[config.mk]
export PLATFORM = sky130hd
export DESIGN_NAME = adcseq_top
export DESIGN_NICKNAME = d
export VERILOG_FILES = /design/src/adcseq_pkg.sv /design/src/adcseq_tad_if.sv /design/src/adcseq_tad_div.sv /design/src/adcseq_top.sv
export SDC_FILE = /design/constraint.sdc
export NUM_CORES = 1
export LEC_CHECK = 0
export ABC_CLOCK_PERIOD_IN_PS = 6000
export BUFFER_PORTS_ARGS = -buffer_cell sky130_fd_sc_hd__buf_4
export CAP_MARGIN = 20
export CORE_ASPECT_RATIO = 0.9
export CORE_MARGIN = 2
export CORE_UTILIZATION = 45
export CTS_CLUSTER_DIAMETER = 200
export CTS_CLUSTER_SIZE = 30
export DETAILED_ROUTE_END_ITERATION = 16
export PLACE_DENSITY = 0.66
export SYNTH_ARGS = -nofsm -noshare
export SYNTH_HDL_FRONTEND = slang
export SYNTH_HIERARCHICAL = 1
export SYNTH_SLANG_ARGS = --single-unit
[constraint.sdc]
create_clock -name CLK_I -period 6 [get_ports CLK_I]
set_input_delay 1.2 -clock CLK_I [delete_from_list [all_inputs] [get_ports CLK_I]]
set_output_delay 1.2 -clock CLK_I [all_outputs]
set_load 0.02 [all_outputs]
[src/adcseq_pkg.sv]
// constants, types and helpers of the conversion rate sequencer
`default_nettype none
package adcseq_pkg;
	// clock and rate limit
	localparam int CLK_PERIOD_NS = 100;
	localparam int MIN_CONV_PERIOD_NS = 1000;
	localparam int RATE_CYC = (MIN_CONV_PERIOD_NS + CLK_PERIOD_NS - 1) /
		CLK_PERIOD_NS;
	localparam logic [3:0] RATE_GAP_MIN = 4'(RATE_CYC - 1);
	localparam logic [3:0] RATE_GAP_MAX = 4'hf;
	// conversion timing in conversion clock periods
	localparam logic [4:0] CONV_TADS = 5'h0c;
	localparam logic [4:0] MIN_SAMPLE_TADS = 5'h01;
	localparam logic [4:0] CNT_MAX = 5'h1f;
	// register byte offsets
	localparam logic [7:0] OFS_CTRL_ONE = 8'h00;
	localparam logic [7:0] OFS_CTRL_TWO = 8'h04;
	localparam logic [7:0] OFS_CTRL_THREE = 8'h08;
	localparam logic [7:0] OFS_MUX_SEL = 8'h0c;
	localparam logic [7:0] OFS_STATUS = 8'h10;
	// field positions in the control registers
	localparam int B_DONE = 0;
	localparam int B_ACQ = 1;
	localparam int B_AUTO_SAMPLE_ENABLE = 2;
	localparam int B_SIMULTANEOUS_SAMPLE_SELECT = 3;
	localparam int B_TRIG = 5;
	localparam int B_ON = 15;
	localparam int B_SPI = 2;
	localparam int B_CHCNT = 8;
	localparam int B_DIV = 0;
	localparam int B_AST = 8;
	// reset values
	localparam logic [5:0] DIV_RST = 6'h00;
	localparam logic [4:0] AST_RST = 5'h00;
	// trigger source codes
	localparam logic [2:0] TRIG_MANUAL = 3'h0;
	localparam logic [2:0] TRIG_AUTO = 3'h7;
	// bus responses
	localparam logic [1:0] RESP_OKAY = 2'h0;
	localparam logic [1:0] RESP_SLVERR = 2'h2;

	typedef enum logic [1:0] {
		ST_IDLE = 2'h0,
		ST_SAMPLE = 2'h1,
		ST_CONVERT = 2'h3
	} adcseq_state_e;

	// index of the last enabled sample/hold channel
	function automatic logic [1:0] adcseq_last_ch(input logic [1:0] code);
		adcseq_last_ch = (code == 2'h0) ? 2'h0 : (code == 2'h1) ? 2'h1 : 2'h3;
	endfunction
endpackage
`default_nettype wire

[src/adcseq_tad_if.sv]
// conversion clock enable link between sequencer and divider
`timescale 1ns/1ps
`default_nettype none
interface adcseq_tad_if;
	logic [5:0] divide;
	logic run;
	logic tick;
	modport src (input divide, input run, output tick);
	modport snk (output divide, output run, input tick);
endinterface
`default_nettype wire

[src/adcseq_tad_div.sv]
// conversion clock divider producing one-cycle enable pulses
`timescale 1ns/1ps
`default_nettype none
module adcseq_tad_div
	import adcseq_pkg::*;
(
	// clock and reset
	input wire logic clk_i,
	input wire logic rst_n_i,
	// enable link
	adcseq_tad_if.src tad
);
	typedef struct packed {
		logic [6:0] acc;
		logic tick;
	} adcseq_div_s;

	adcseq_div_s s_q;
	adcseq_div_s s_d;
	logic [6:0] lim;
	logic [6:0] sum;

	// half-cycle accumulator: adds two half periods per clock
	always_comb begin
		s_d = s_q;
		lim = {1'b0, tad.divide} + 7'h01;
		sum = s_q.acc + 7'h02;
		s_d.tick = 1'b0;
		if (!tad.run) begin
			s_d.acc = 7'h00;
		end else if (sum >= lim) begin
			s_d.tick = 1'b1;
			s_d.acc = sum - lim;
			// below one clock the period is clamped to one clock
			if (s_d.acc >= lim) begin
				s_d.acc = 7'h00;
			end
		end else begin
			s_d.acc = sum;
		end
	end

	// state register
	always_ff @(posedge clk_i) begin
		if (!rst_n_i) begin
			s_q <= '0;
		end else begin
			s_q <= s_d;
		end
	end

	assign tad.tick = s_q.tick;

	// divide value five gives one pulse every three clocks
	div_period_a: assert property (@(posedge clk_i) disable iff (!rst_n_i)
		(s_q.tick && tad.run && $stable(tad.run) && tad.divide == 6'h05 &&
		$stable(tad.divide)) |=> (!s_q.tick || !tad.run || tad.divide != 6'h05)
		[*2] ##1 (s_q.tick || !tad.run || tad.divide != 6'h05))
		else $error("conversion clock period wrong");
endmodule
`default_nettype wire

[src/adcseq_top.sv]
// conversion rate sequencer with its register slave
//
// Decided for this implementation: the AXI4-Lite slave port and the register addresses.
`timescale 1ns/1ps
`default_nettype none
module adcseq_top
	import adcseq_pkg::*;
(
	// clock and reset
	input wire logic CLK_I,
	input wire logic RST_N_I,
	// register bus write channels
	input wire logic [7:0] AXI_AWADDR_I,
	input wire logic AXI_AWVALID_I,
	output logic AXI_AWREADY_O,
	input wire logic [31:0] AXI_WDATA_I,
	input wire logic [3:0] AXI_WSTRB_I,
	input wire logic AXI_WVALID_I,
	output logic AXI_WREADY_O,
	output logic [1:0] AXI_BRESP_O,
	output logic AXI_BVALID_O,
	input wire logic AXI_BREADY_I,
	// register bus read channels
	input wire logic [7:0] AXI_ARADDR_I,
	input wire logic AXI_ARVALID_I,
	output logic AXI_ARREADY_O,
	output logic [31:0] AXI_RDATA_O,
	output logic [1:0] AXI_RRESP_O,
	output logic AXI_RVALID_O,
	input wire logic AXI_RREADY_I,
	// external conversion trigger
	input wire logic EXT_TRIG_I,
	// analog front end control
	output logic POWER_EN_O,
	output logic [3:0] SH_SAMPLE_O,
	output logic [3:0] MUX_SEL_O,
	output logic [1:0] CONV_CH_O,
	output logic CONV_BUSY_O,
	output logic CONV_START_O,
	output logic CONV_END_O,
	output logic DONE_O
);
	typedef struct packed {
		adcseq_state_e st;
		logic on;
		logic simultaneous_sample_select;
		logic auto_sample_enable;
		logic acq;
		logic done;
		logic [2:0] trig;
		logic [1:0] chcnt;
		logic [3:0] spi;
		logic [4:0] ast;
		logic [5:0] div;
		logic [3:0] mux;
		logic pend;
		logic [4:0] cnt;
		logic [1:0] cur;
		logic [3:0] seq;
		logic [3:0] gap;
		logic aw_h;
		logic w_h;
		logic [7:0] awa;
		logic [31:0] wd;
		logic [3:0] ws;
		logic bv;
		logic [1:0] br;
		logic rv;
		logic [31:0] rd;
		logic [1:0] rr;
		logic start_p;
		logic end_p;
		logic done_p;
		logic [3:0] sh;
	} adcseq_top_s;

	adcseq_top_s s;
	adcseq_top_s n;
	adcseq_tad_if tad ();

	adcseq_tad_div u_div (
		.clk_i(CLK_I),
		.rst_n_i(RST_N_I),
		.tad(tad)
	);

	// register view, shared by reads and by masked writes
	function automatic logic [31:0] reg_word(input adcseq_top_s r,
		input logic [7:0] a);
		logic [31:0] w;
		w = 32'h0000_0000;
		unique case (a)
			OFS_CTRL_ONE: begin
				w[B_ON] = r.on;
				w[B_TRIG +: 3] = r.trig;
				w[B_SIMULTANEOUS_SAMPLE_SELECT] = r.simultaneous_sample_select;
				w[B_AUTO_SAMPLE_ENABLE] = r.auto_sample_enable;
				w[B_ACQ] = r.acq;
				w[B_DONE] = r.done;
			end
			OFS_CTRL_TWO: begin
				w[B_CHCNT +: 2] = r.chcnt;
				w[B_SPI +: 4] = r.spi;
			end
			OFS_CTRL_THREE: begin
				w[B_AST +: 5] = r.ast;
				w[B_DIV +: 6] = r.div;
			end
			OFS_MUX_SEL: w[3:0] = r.mux;
			OFS_STATUS: w[11:0] = {r.gap, r.seq, r.cur, r.st};
			default: w = 32'h0000_0000;
		endcase
		reg_word = w;
	endfunction

	// true for the five mapped offsets
	function automatic logic is_mapped(input logic [7:0] a);
		is_mapped = (a == OFS_CTRL_ONE) || (a == OFS_CTRL_TWO) ||
			(a == OFS_CTRL_THREE) || (a == OFS_MUX_SEL) || (a == OFS_STATUS);
	endfunction

	logic aw_take;
	logic w_take;
	logic wr_go;
	logic mux_wr;
	logic fire;
	logic [31:0] mask;
	logic [31:0] wv;
	logic [1:0] last;
	logic [4:0] need;
	logic [5:0] smp;

	// bus slave, register writes, then the sequencer
	always_comb begin
		n = s;
		aw_take = AXI_AWVALID_I && !s.aw_h && !s.bv;
		w_take = AXI_WVALID_I && !s.w_h && !s.bv;
		wr_go = s.aw_h && s.w_h;
		mux_wr = 1'b0;
		fire = 1'b0;
		mask = {{8{s.ws[3]}}, {8{s.ws[2]}}, {8{s.ws[1]}}, {8{s.ws[0]}}};
		wv = (reg_word(s, s.awa) & ~mask) | (s.wd & mask);
		last = adcseq_last_ch(s.chcnt);
		need = (s.ast < MIN_SAMPLE_TADS) ? MIN_SAMPLE_TADS : s.ast;
		// periods sampled, the one ending now included
		smp = {1'b0, s.cnt} + {5'h00, tad.tick};
		n.start_p = 1'b0;
		n.end_p = 1'b0;
		n.done_p = 1'b0;
		// address and data may arrive in either order
		if (aw_take) begin
			n.aw_h = 1'b1;
			n.awa = AXI_AWADDR_I;
		end
		if (w_take) begin
			n.w_h = 1'b1;
			n.wd = AXI_WDATA_I;
			n.ws = AXI_WSTRB_I;
		end
		if (s.bv && AXI_BREADY_I) begin
			n.bv = 1'b0;
		end
		if (wr_go) begin
			n.aw_h = 1'b0;
			n.w_h = 1'b0;
			n.bv = 1'b1;
			n.br = is_mapped(s.awa) ? RESP_OKAY : RESP_SLVERR;
			unique case (s.awa)
				OFS_CTRL_ONE: begin
					n.on = wv[B_ON];
					n.trig = wv[B_TRIG +: 3];
					n.simultaneous_sample_select = wv[B_SIMULTANEOUS_SAMPLE_SELECT];
					n.auto_sample_enable = wv[B_AUTO_SAMPLE_ENABLE];
					n.acq = wv[B_ACQ];
					// done only clears, hardware alone sets it
					n.done = s.done & wv[B_DONE];
				end
				OFS_CTRL_TWO: begin
					n.chcnt = wv[B_CHCNT +: 2];
					n.spi = wv[B_SPI +: 4];
				end
				OFS_CTRL_THREE: begin
					n.ast = wv[B_AST +: 5];
					n.div = wv[B_DIV +: 6];
				end
				OFS_MUX_SEL: begin
					n.mux = wv[3:0];
					mux_wr = 1'b1;
				end
				default: n.br = n.br;
			endcase
		end
		// read channel answers one cycle after the address is taken
		if (s.rv && AXI_RREADY_I) begin
			n.rv = 1'b0;
		end
		if (AXI_ARVALID_I && !s.rv) begin
			n.rv = 1'b1;
			n.rd = reg_word(s, AXI_ARADDR_I);
			n.rr = is_mapped(AXI_ARADDR_I) ? RESP_OKAY : RESP_SLVERR;
		end
		// spacing guard for the aggregate rate
		if (s.gap != RATE_GAP_MAX) begin
			n.gap = s.gap + 4'h1;
		end
		if (!n.on) begin
			// off mode wins over any pending auto start
			n.st = ST_IDLE;
			n.acq = 1'b0;
			n.pend = 1'b0;
			n.cnt = 5'h00;
			n.cur = 2'h0;
			n.seq = 4'h0;
		end else begin
			unique case (s.st)
				ST_IDLE: begin
					if (n.acq || s.auto_sample_enable) begin
						n.st = ST_SAMPLE;
						n.acq = 1'b1;
						n.cnt = 5'h00;
						n.pend = 1'b0;
					end
				end
				ST_SAMPLE: begin
					if (tad.tick && s.cnt != CNT_MAX) begin
						n.cnt = s.cnt + 5'h01;
					end
					// software clearing the bit is the manual trigger
					if (s.trig == TRIG_MANUAL && s.acq && !n.acq) begin
						n.pend = 1'b1;
					end
					if (s.trig != TRIG_MANUAL && s.trig != TRIG_AUTO &&
						EXT_TRIG_I) begin
						n.pend = 1'b1;
					end
					if (s.trig == TRIG_AUTO) begin
						// start on the tick that closes the last period
						fire = (smp >= {1'b0, need});
					end else begin
						// an early trigger waits for one sampled period
						fire = s.pend &&
							(smp >= {1'b0, MIN_SAMPLE_TADS});
					end
					// rate guard keeps starts at least a microsecond apart
					fire = fire && (s.gap >= RATE_GAP_MIN);
					if (mux_wr) begin
						// new input: the sample interval starts again
						n.cnt = 5'h00;
					end else if (fire) begin
						n.st = ST_CONVERT;
						n.cnt = 5'h00;
						n.pend = 1'b0;
						n.acq = 1'b0;
						n.gap = 4'h0;
						n.start_p = 1'b1;
					end
				end
				ST_CONVERT: begin
					if (tad.tick) begin
						n.cnt = s.cnt + 5'h01;
						if (s.cnt == CONV_TADS - 5'h01) begin
							n.cnt = 5'h00;
							n.end_p = 1'b1;
							if (s.seq == s.spi) begin
								n.done = 1'b1;
								n.done_p = 1'b1;
								n.seq = 4'h0;
							end else begin
								n.seq = s.seq + 4'h1;
							end
							// both modes rotate the converted channel, wrapping after the last
							n.cur = (s.cur == last) ? 2'h0 : s.cur + 2'h1;
							if (s.simultaneous_sample_select && s.cur != last) begin
								n.st = ST_CONVERT;
								n.start_p = 1'b1;
								n.gap = 4'h0;
							end else if (s.auto_sample_enable) begin
								n.st = ST_SAMPLE;
								n.acq = 1'b1;
							end else begin
								n.st = ST_IDLE;
							end
						end
					end
				end
				default: n.st = ST_IDLE;
			endcase
		end
		// enabled channels acquire while sampling; in sequential mode all but the converting one also acquire during conversion
		for (int k = 0; k < 4; k++) begin
			if (!n.on || n.st == ST_IDLE || 2'(k) > last) begin
				n.sh[k] = 1'b0;
			end else if (s.simultaneous_sample_select) begin
				n.sh[k] = (n.st == ST_SAMPLE);
			end else begin
				n.sh[k] = !(n.st == ST_CONVERT && n.cur == 2'(k));
			end
		end
	end

	// state register
	always_ff @(posedge CLK_I) begin
		if (!RST_N_I) begin
			s <= '0;
			s.st <= ST_IDLE;
			s.div <= DIV_RST;
			s.ast <= AST_RST;
			s.gap <= RATE_GAP_MAX;
		end else begin
			s <= n;
		end
	end

	// divider link: stopped while off to save switching
	assign tad.divide = s.div;
	assign tad.run = s.on;

	// outputs
	assign AXI_AWREADY_O = !s.aw_h && !s.bv;
	assign AXI_WREADY_O = !s.w_h && !s.bv;
	assign AXI_BVALID_O = s.bv;
	assign AXI_BRESP_O = s.br;
	assign AXI_ARREADY_O = !s.rv;
	assign AXI_RVALID_O = s.rv;
	assign AXI_RDATA_O = s.rd;
	assign AXI_RRESP_O = s.rr;
	assign POWER_EN_O = s.on;
	assign SH_SAMPLE_O = s.sh;
	assign MUX_SEL_O = s.mux;
	assign CONV_CH_O = s.cur;
	assign CONV_BUSY_O = (s.st == ST_CONVERT);
	assign CONV_START_O = s.start_p;
	assign CONV_END_O = s.end_p;
	assign DONE_O = s.done_p;

	power_off_a: assert property (@(posedge CLK_I) disable iff (!RST_N_I)
		!s.on |-> (s.st == ST_IDLE && s.sh == 4'h0 && !s.start_p))
		else $error("converter active while off");

	conv_len_a: assert property (@(posedge CLK_I) disable iff (!RST_N_I)
		s.end_p |-> ($past(s.cnt) == CONV_TADS - 5'h01 && $past(tad.tick)))
		else $error("conversion not twelve periods");

	min_sample_a: assert property (@(posedge CLK_I) disable iff (!RST_N_I)
		(s.start_p && $past(s.st) == ST_SAMPLE) |->
		$past(smp) >= {1'b0, MIN_SAMPLE_TADS})
		else $error("conversion began without one sampled period");

	auto_time_a: assert property (@(posedge CLK_I) disable iff (!RST_N_I)
		(s.start_p && $past(s.st) == ST_SAMPLE && $past(s.trig) == TRIG_AUTO)
		|-> ($past(smp) >= {1'b0, $past(s.ast)} && $past(smp) != 6'h00))
		else $error("auto start before programmed sample time");

	rate_gap_a: assert property (@(posedge CLK_I) disable iff (!RST_N_I)
		s.start_p |-> $past(s.gap) >= RATE_GAP_MIN)
		else $error("conversions closer than the rate limit");

	done_count_a: assert property (@(posedge CLK_I) disable iff (!RST_N_I)
		s.done_p |-> (s.end_p && s.done && $past(s.seq) == $past(s.spi)))
		else $error("done raised at wrong conversion count");

	alt_ch_a: assert property (@(posedge CLK_I) disable iff (!RST_N_I)
		(s.end_p && !$past(s.simultaneous_sample_select) && $past(s.chcnt) == 2'h1) |->
		s.cur != $past(s.cur))
		else $error("held channel did not alternate");

	auto_restart_a: assert property (@(posedge CLK_I) disable iff (!RST_N_I)
		(s.end_p && $past(s.auto_sample_enable) && $past(s.on) && s.on && !CONV_BUSY_O)
		|-> (s.st == ST_SAMPLE && s.acq))
		else $error("acquisition did not restart");

	mux_restart_a: assert property (@(posedge CLK_I) disable iff (!RST_N_I)
		($past(s.st) == ST_SAMPLE && s.st == ST_SAMPLE && $past(wr_go) &&
		$past(s.awa) == OFS_MUX_SEL && $past(s.on)) |-> s.cnt == 5'h00)
		else $error("sample interval not restarted on input change");

	pingpong_a: assert property (@(posedge CLK_I) disable iff (!RST_N_I)
		(CONV_BUSY_O && !s.simultaneous_sample_select && s.chcnt != 2'h0) |->
		(!s.sh[s.cur] && s.sh != 4'h0))
		else $error("no channel acquiring during conversion");
endmodule
`default_nettype wire
# --- Word-level counts from Yosys, hierarchy flattened ---
# Cells that the tools add are included.
classes:
  n_reduce_logical: 74
  add_sub_neg: 8
  eq_ne: 27
  order_cmp: 10
  n_mux: 92
  bitwise: 6
ops:
  columns: ["op", "n"]
  rows:
  - ["$mux 35", 1]
  - ["$and 16x16->16", 2]
  - ["$eq 8x4->1 const B", 4]
  - ["$mux 1", 32]
  - ["$mux 15", 2]
  - ["$mux 6", 5]
  - ["$mux 29", 1]
  - ["$mux 2", 14]
  - ["$mux 4", 7]
  - ["$logic_and 1x1->1", 22]
  - ["$pmux 2 s5", 2]
  - ["$pmux 2 s3", 3]
  - ["$eq 8x3->1 const B", 2]
  - ["$eq 8x5->1 const B", 2]
  - ["$logic_not 8->1", 2]
  - ["$not 16->16", 1]
  - ["$or 16x16->16", 1]
  - ["$pmux 2 s2", 4]
  - ["$pmux 2 s4", 2]
  - ["$mux 5", 3]
  - ["$pmux 5 s3", 1]
  - ["$ge 7x7->1", 2]
  - ["$logic_or 1x1->1", 14]
  - ["$mux 7", 2]
  - ["44 further kinds", 86]
totals:
  elab_cells: 253
  reg_bits: 110
  inputBits: 60

# --- Depth between registers and ports, before layout ---
logic_depth:
  word_depth: 17
  mapped_depth: 14
  ltp_nobuf: 14

# --- Cells and area by module ---
# Netlist, hierarchy kept.
by_module_without_submodules:
  columns: ["mod", "n_inst", "cells_each", "area_per_inst_um2", "seq_area_each_um2"]
  rows:
  - ["adcseq_top", 1, 658, 5459.0, 1961.9]
  - ["adcseq_tad_div", 1, 123, 1069.8, 160.2]

# --- Worst setup path after synthesis ---
# Ideal clock, no wire load.
synth_timing:
  kind: "flip-flop to flip-flop"
  startpoint: "register s, in the netlist tad.divide[0]"
  endpoint: "register u_div/s_q[3] in the netlist's numbering"
  path_stages_with_launch: 14
  setup_slack_ns: 2.967
  setup_time_ns: 0.131
  period_less_slack_ns: 3.033
  required_ns: 5.869
  t_arrival_ns: 2.902
  cell_sequence: "dfxtp_1 > ha_1 > inv_1 > fa_1 > maj3_1 > o21ai_1 > nand2_1 > xor2_1 > ha_1 > inv_1 > a221oi_2 > a311oi_2 > a211oi_4 > o22ai_1"
synth_between:
  elab_chain_cells: 5
synth_lines:
  columns: ["item", "line_no", "source"]
  rows:
  - ["from (decl)", "adcseq_top.sv:77", "adcseq_top_s s;"]
  - ["from (signal assigned)", "adcseq_top.sv:310", "s <= n;"]
  - ["$add 6x1->7 *", "adcseq_tad_div.sv:26", "lim = {1'b0, tad.divide} + 7'h01;"]
  - ["$sub 7x7->7", "adcseq_tad_div.sv:33", "s_d.acc = sum - lim;"]
  - ["$ge 7x7->1", "adcseq_tad_div.sv:35", "if (s_d.acc >= lim) begin"]
  - ["$mux 7", "adcseq_tad_div.sv:35", null]
  - ["$mux 7 *", "adcseq_tad_div.sv:31", "end else if (sum >= lim) begin"]
  - ["to (signal assigned)", "adcseq_tad_div.sv:46", "s_q <= '0;"]
  - ["to (signal assigned)", "adcseq_tad_div.sv:48", "s_q <= s_d;"]
  - ["to (decl)", "adcseq_tad_div.sv:18", "adcseq_div_s s_q;"]
# Mark *: on every way between the ends. The rest lies on a longest branch, timed or not.
# A chain may end at the register's enable or synchronous reset.

# --- Worst setup path after layout ---
# Same ends and word-level chain as after synthesis.

==> metrics.txt <==
I/O Buffers 75; final period utilization 56.2%; synthesis-to-layout area growth 10.3%; largest net degree at the start of global routing 82; Core ar. 14100 um2; hold path start AXI_RDATA_O[6]$_SDFFE_PN0P_; layout cells sized above 1 16.5%; final hold vios 0; CTS Buffer Depth 2; CTS resizes 0; achievable clock frequency 297 MHz; slowest cell on the critical path a211oi_4; Slew headroom 29.0%; antenna violations before repair 0; crit path kind flip-flop to flip-flop; Layout fillers 1338; Hold Crit Depth 2; Power Total 1.49 mW; crit path launch type flip-flop; synth unique cells 84; Post-CTS Setup Bufs 0; site row count 41; Initial Util 46.3%; Setup TNS 0 ps; Syn Std Cell Area 6530 um2; Detailed Routing Iterations Pass 1 5; Register Area 2120 um2; max_cap viols 0; worst min path class flip-flop to flip-flop; die span in x 131 um; GRT Total Usage 21.1%; Slew Viols, Final 0; TritonCTS clock tree built; final worst clock skew 7.80 ps; Top FF cell, synth dfxtp_1; overall die area 15500 um2; Final Wtd Congestion 0.886; Clock transition at path regs 70 ps; DR DRC count 0; Synth Area per Inst 8.36 um2; cells after synthesis 781; Yosys warning count 6; multi-input logic area 3870 um2; WL/cell 16.1 um; RSZ-0062 raised after global routing no; Vias 5611; status finished clean; CTS sink cnt 106; Seq/Total Area, Yosys 32.5%; worst vdd ir 0.000146 V; critical path data required time 6230 ps; Post-synth ARST share 0%; peak fanout along the critical path 7; RR Startpoint tad.divide[0]$_SDFFE_PN0P_; number of CTS-inserted buffers 9; Setup-failing EPs final 0; nets 884; cell count of the worst reg-to-reg path 13; cts-stage hold buffer count 0; vias in the first global route 5154; R2R Setup Slk 2630 ps; Worst path max stage delay 440 ps; Iter 0 DRT Violations 468; WP data arrival 3600 ps; first-pass GRT wire length 26000 um; H-tree depth 3; n_diodes 0; total routed wirelength 16100 um; Yosys reg bits 106; PwrDens 207 nW/um2; Worst R2R End u_div/s_q[3]$_SDFF_PN0_; Crit. End Element flip-flop; via-per-instance ratio 5.62; die height 118 um; hpwl dp 12000 um; clk_lat worst skew 360 ps; Worst Tran Pin Value 1060 ps; cells along the critical path ha_1 > inv_1 > fa_1 > maj3_1 > o21ai_1 > nand2_1 > xor2_1 > ha_1 > inv_1 > a221oi_2 > a311oi_2 > a211oi_4 > o22ai_1; hold endpoint AXI_RDATA_O[6]$_SDFFE_PN0P_; I/O pins 116; post-route ant nets 0; gr ovfl total 0; number of synthesized flops with an enable pin 0; Leakage 2.86 nW; CTS root buffer clkbuf_16; Final min period 3370 ps
## layout make-up
class                   instances  area share (%)
multi-input cells             583            53.8
inverters                      24            1.25
repair buffers                 76            7.92
well taps                     193            3.35
clock inverters                 6           0.921
flip-flops and latches        106            29.5
clock buffers                  10            3.32
## layer usage
layer / vias up / part of all wire (%) / track usage, %
li1: 2728 / - / -
met1: 2682 / 47 / 29.8
met2: 175 / 46 / 32.5
met3: 26 / 5.5 / 3.85
met4: 0 / 1.8 / 6.52
met5: - / 0 / 0
## cell families (layout without fill, tap and decap cells)
group | after synthesis | count (layout) | share of synthesized area, %
AOI/OAI and AO/OA | 181 | 181 | 21.3
xor gates and xnor gates | 28 | 28 | 4.10
adders and majority gates | 25 | 25 | 4.87
buffers and inverters | 111 | 116 | 9.29
DFF | 106 | 106 | 32.5
muxes | 31 | 31 | 5.25
other | 1 | 20 | 0.0574
and+or+nand+nor | 298 | 298 | 22.7
## worst max path at each step
| stage | start | endpoint | slack (ps) | depth (start not counted) |
|---|---|---|---|---|
| after floorplan | tad.divide[0]$_SDFFE_PN0P_ | u_div/s_q[3]$_SDFF_PN0_ | 2970 | 13 |
| after global placement | AXI_ARADDR_I[1] | AXI_RDATA_O[9]$_SDFFE_PN0P_ | 2660 | 8 |
| after detailed placement | AXI_ARADDR_I[1] | AXI_RDATA_O[4]$_SDFFE_PN0P_ | 2660 | 8 |
| after CTS | tad.divide[0]$_SDFFE_PN0P_ | u_div/s_q[3]$_SDFF_PN0_ | 2630 | 13 |
| after global routing | tad.divide[0]$_SDFFE_PN0P_ | u_div/s_q[7]$_SDFF_PN0_ | 2470 | 13 |
| final | tad.divide[0]$_SDFFE_PN0P_ | u_div/s_q[3]$_SDFF_PN0_ | 2630 | 13 |
## critical path, delay by kind of cell, from the launching register on
| family | cells | cell delay [ps] |
|---|---|---|
| AOI/OAI and AO/OA | 5 | 1010 |
| DFF | 1 | 390 |
| adders and majority gates | 4 | 1440 |
| xor gates and xnor gates | 1 | 170 |
| and+or+nand+nor | 1 | 100 |
| buffers and inverters | 2 | 140 |
## cells in the final DEF (no fill, tap or decap), types with 5 or more instances in the layout
| cell type | instances |
|---|---|
| xor2_1 | 14 |
| a21boi_0 | 34 |
| o211ai_1 | 6 |
| o21ai_0 | 21 |
| buf_4 | 76 |
| nor2b_1 | 23 |
| a31oi_1 | 6 |
| conb_1 | 20 |
| nor2_1 | 39 |
| nand2_1 | 116 |
| o21ai_1 | 15 |
| mux2i_1 | 23 |
| mux2_2 | 6 |
| o21a_1 | 5 |
| xnor2_1 | 11 |
| o211a_1 | 11 |
| inv_1 | 23 |
| ha_1 | 23 |
| a21oi_1 | 16 |
| a22oi_1 | 9 |
| nand3_1 | 35 |
| nand2b_1 | 14 |
| and2_1 | 13 |
| o22ai_1 | 6 |
| nor3_1 | 12 |
| clkbuf_16 | 9 |
| dfxtp_1 | 106 |
| and3_1 | 8 |
## cell usage after synthesis (all sizes together) (17+ instances only)
| library cell | number | share of area [%] |
|---|---|---|
| nor2b | 23 | 2.2 |
| nand3 | 38 | 3.1 |
| dfxtp | 106 | 33 |
| buf | 52 | 5.9 |
| inv | 24 | 1.4 |
| mux2i | 23 | 3.5 |
| a21boi | 38 | 4.4 |
| nor2 | 39 | 2.2 |
| ha | 23 | 4.4 |
| a21oi | 17 | 1.4 |
| o21ai | 36 | 2.8 |
| clkbuf | 35 | 2.0 |
| nand2 | 118 | 6.9 |
## metrics by stage
stage               area [um2]  util [%]  hold WS [ps]  setup WS, ps  cells
floorplan                 6600         -           438          2970    800
global placement          6900      48.9           453          2660    982
detailed placement        6900      48.9           462          2660    982
CTS                       7200      51.0           474          2630    998
global route              7200      51.0           488          2470    998
finish                    7200      51.0           470          2630    998
## state kept, by name (all words and copies together), names as in the netlist, 2 cells and up
name / cells
AXI_RDATA_O: 14
CONV_CH_O: 2
MUX_SEL_O: 4
SH_SAMPLE_O: 4
mask: 2
s: 58
tad.divide: 6
u_div/s_q: 7
## power breakdown
part	internal [mW]	total, mW	switching, mW
Sequential	0.721	0.741	0.0202
Clock	0.335	0.610	0.275
Combinational	0.0576	0.140	0.0824
Total	1.11	1.49	0.378
Power figures use the tool's default switching activity.
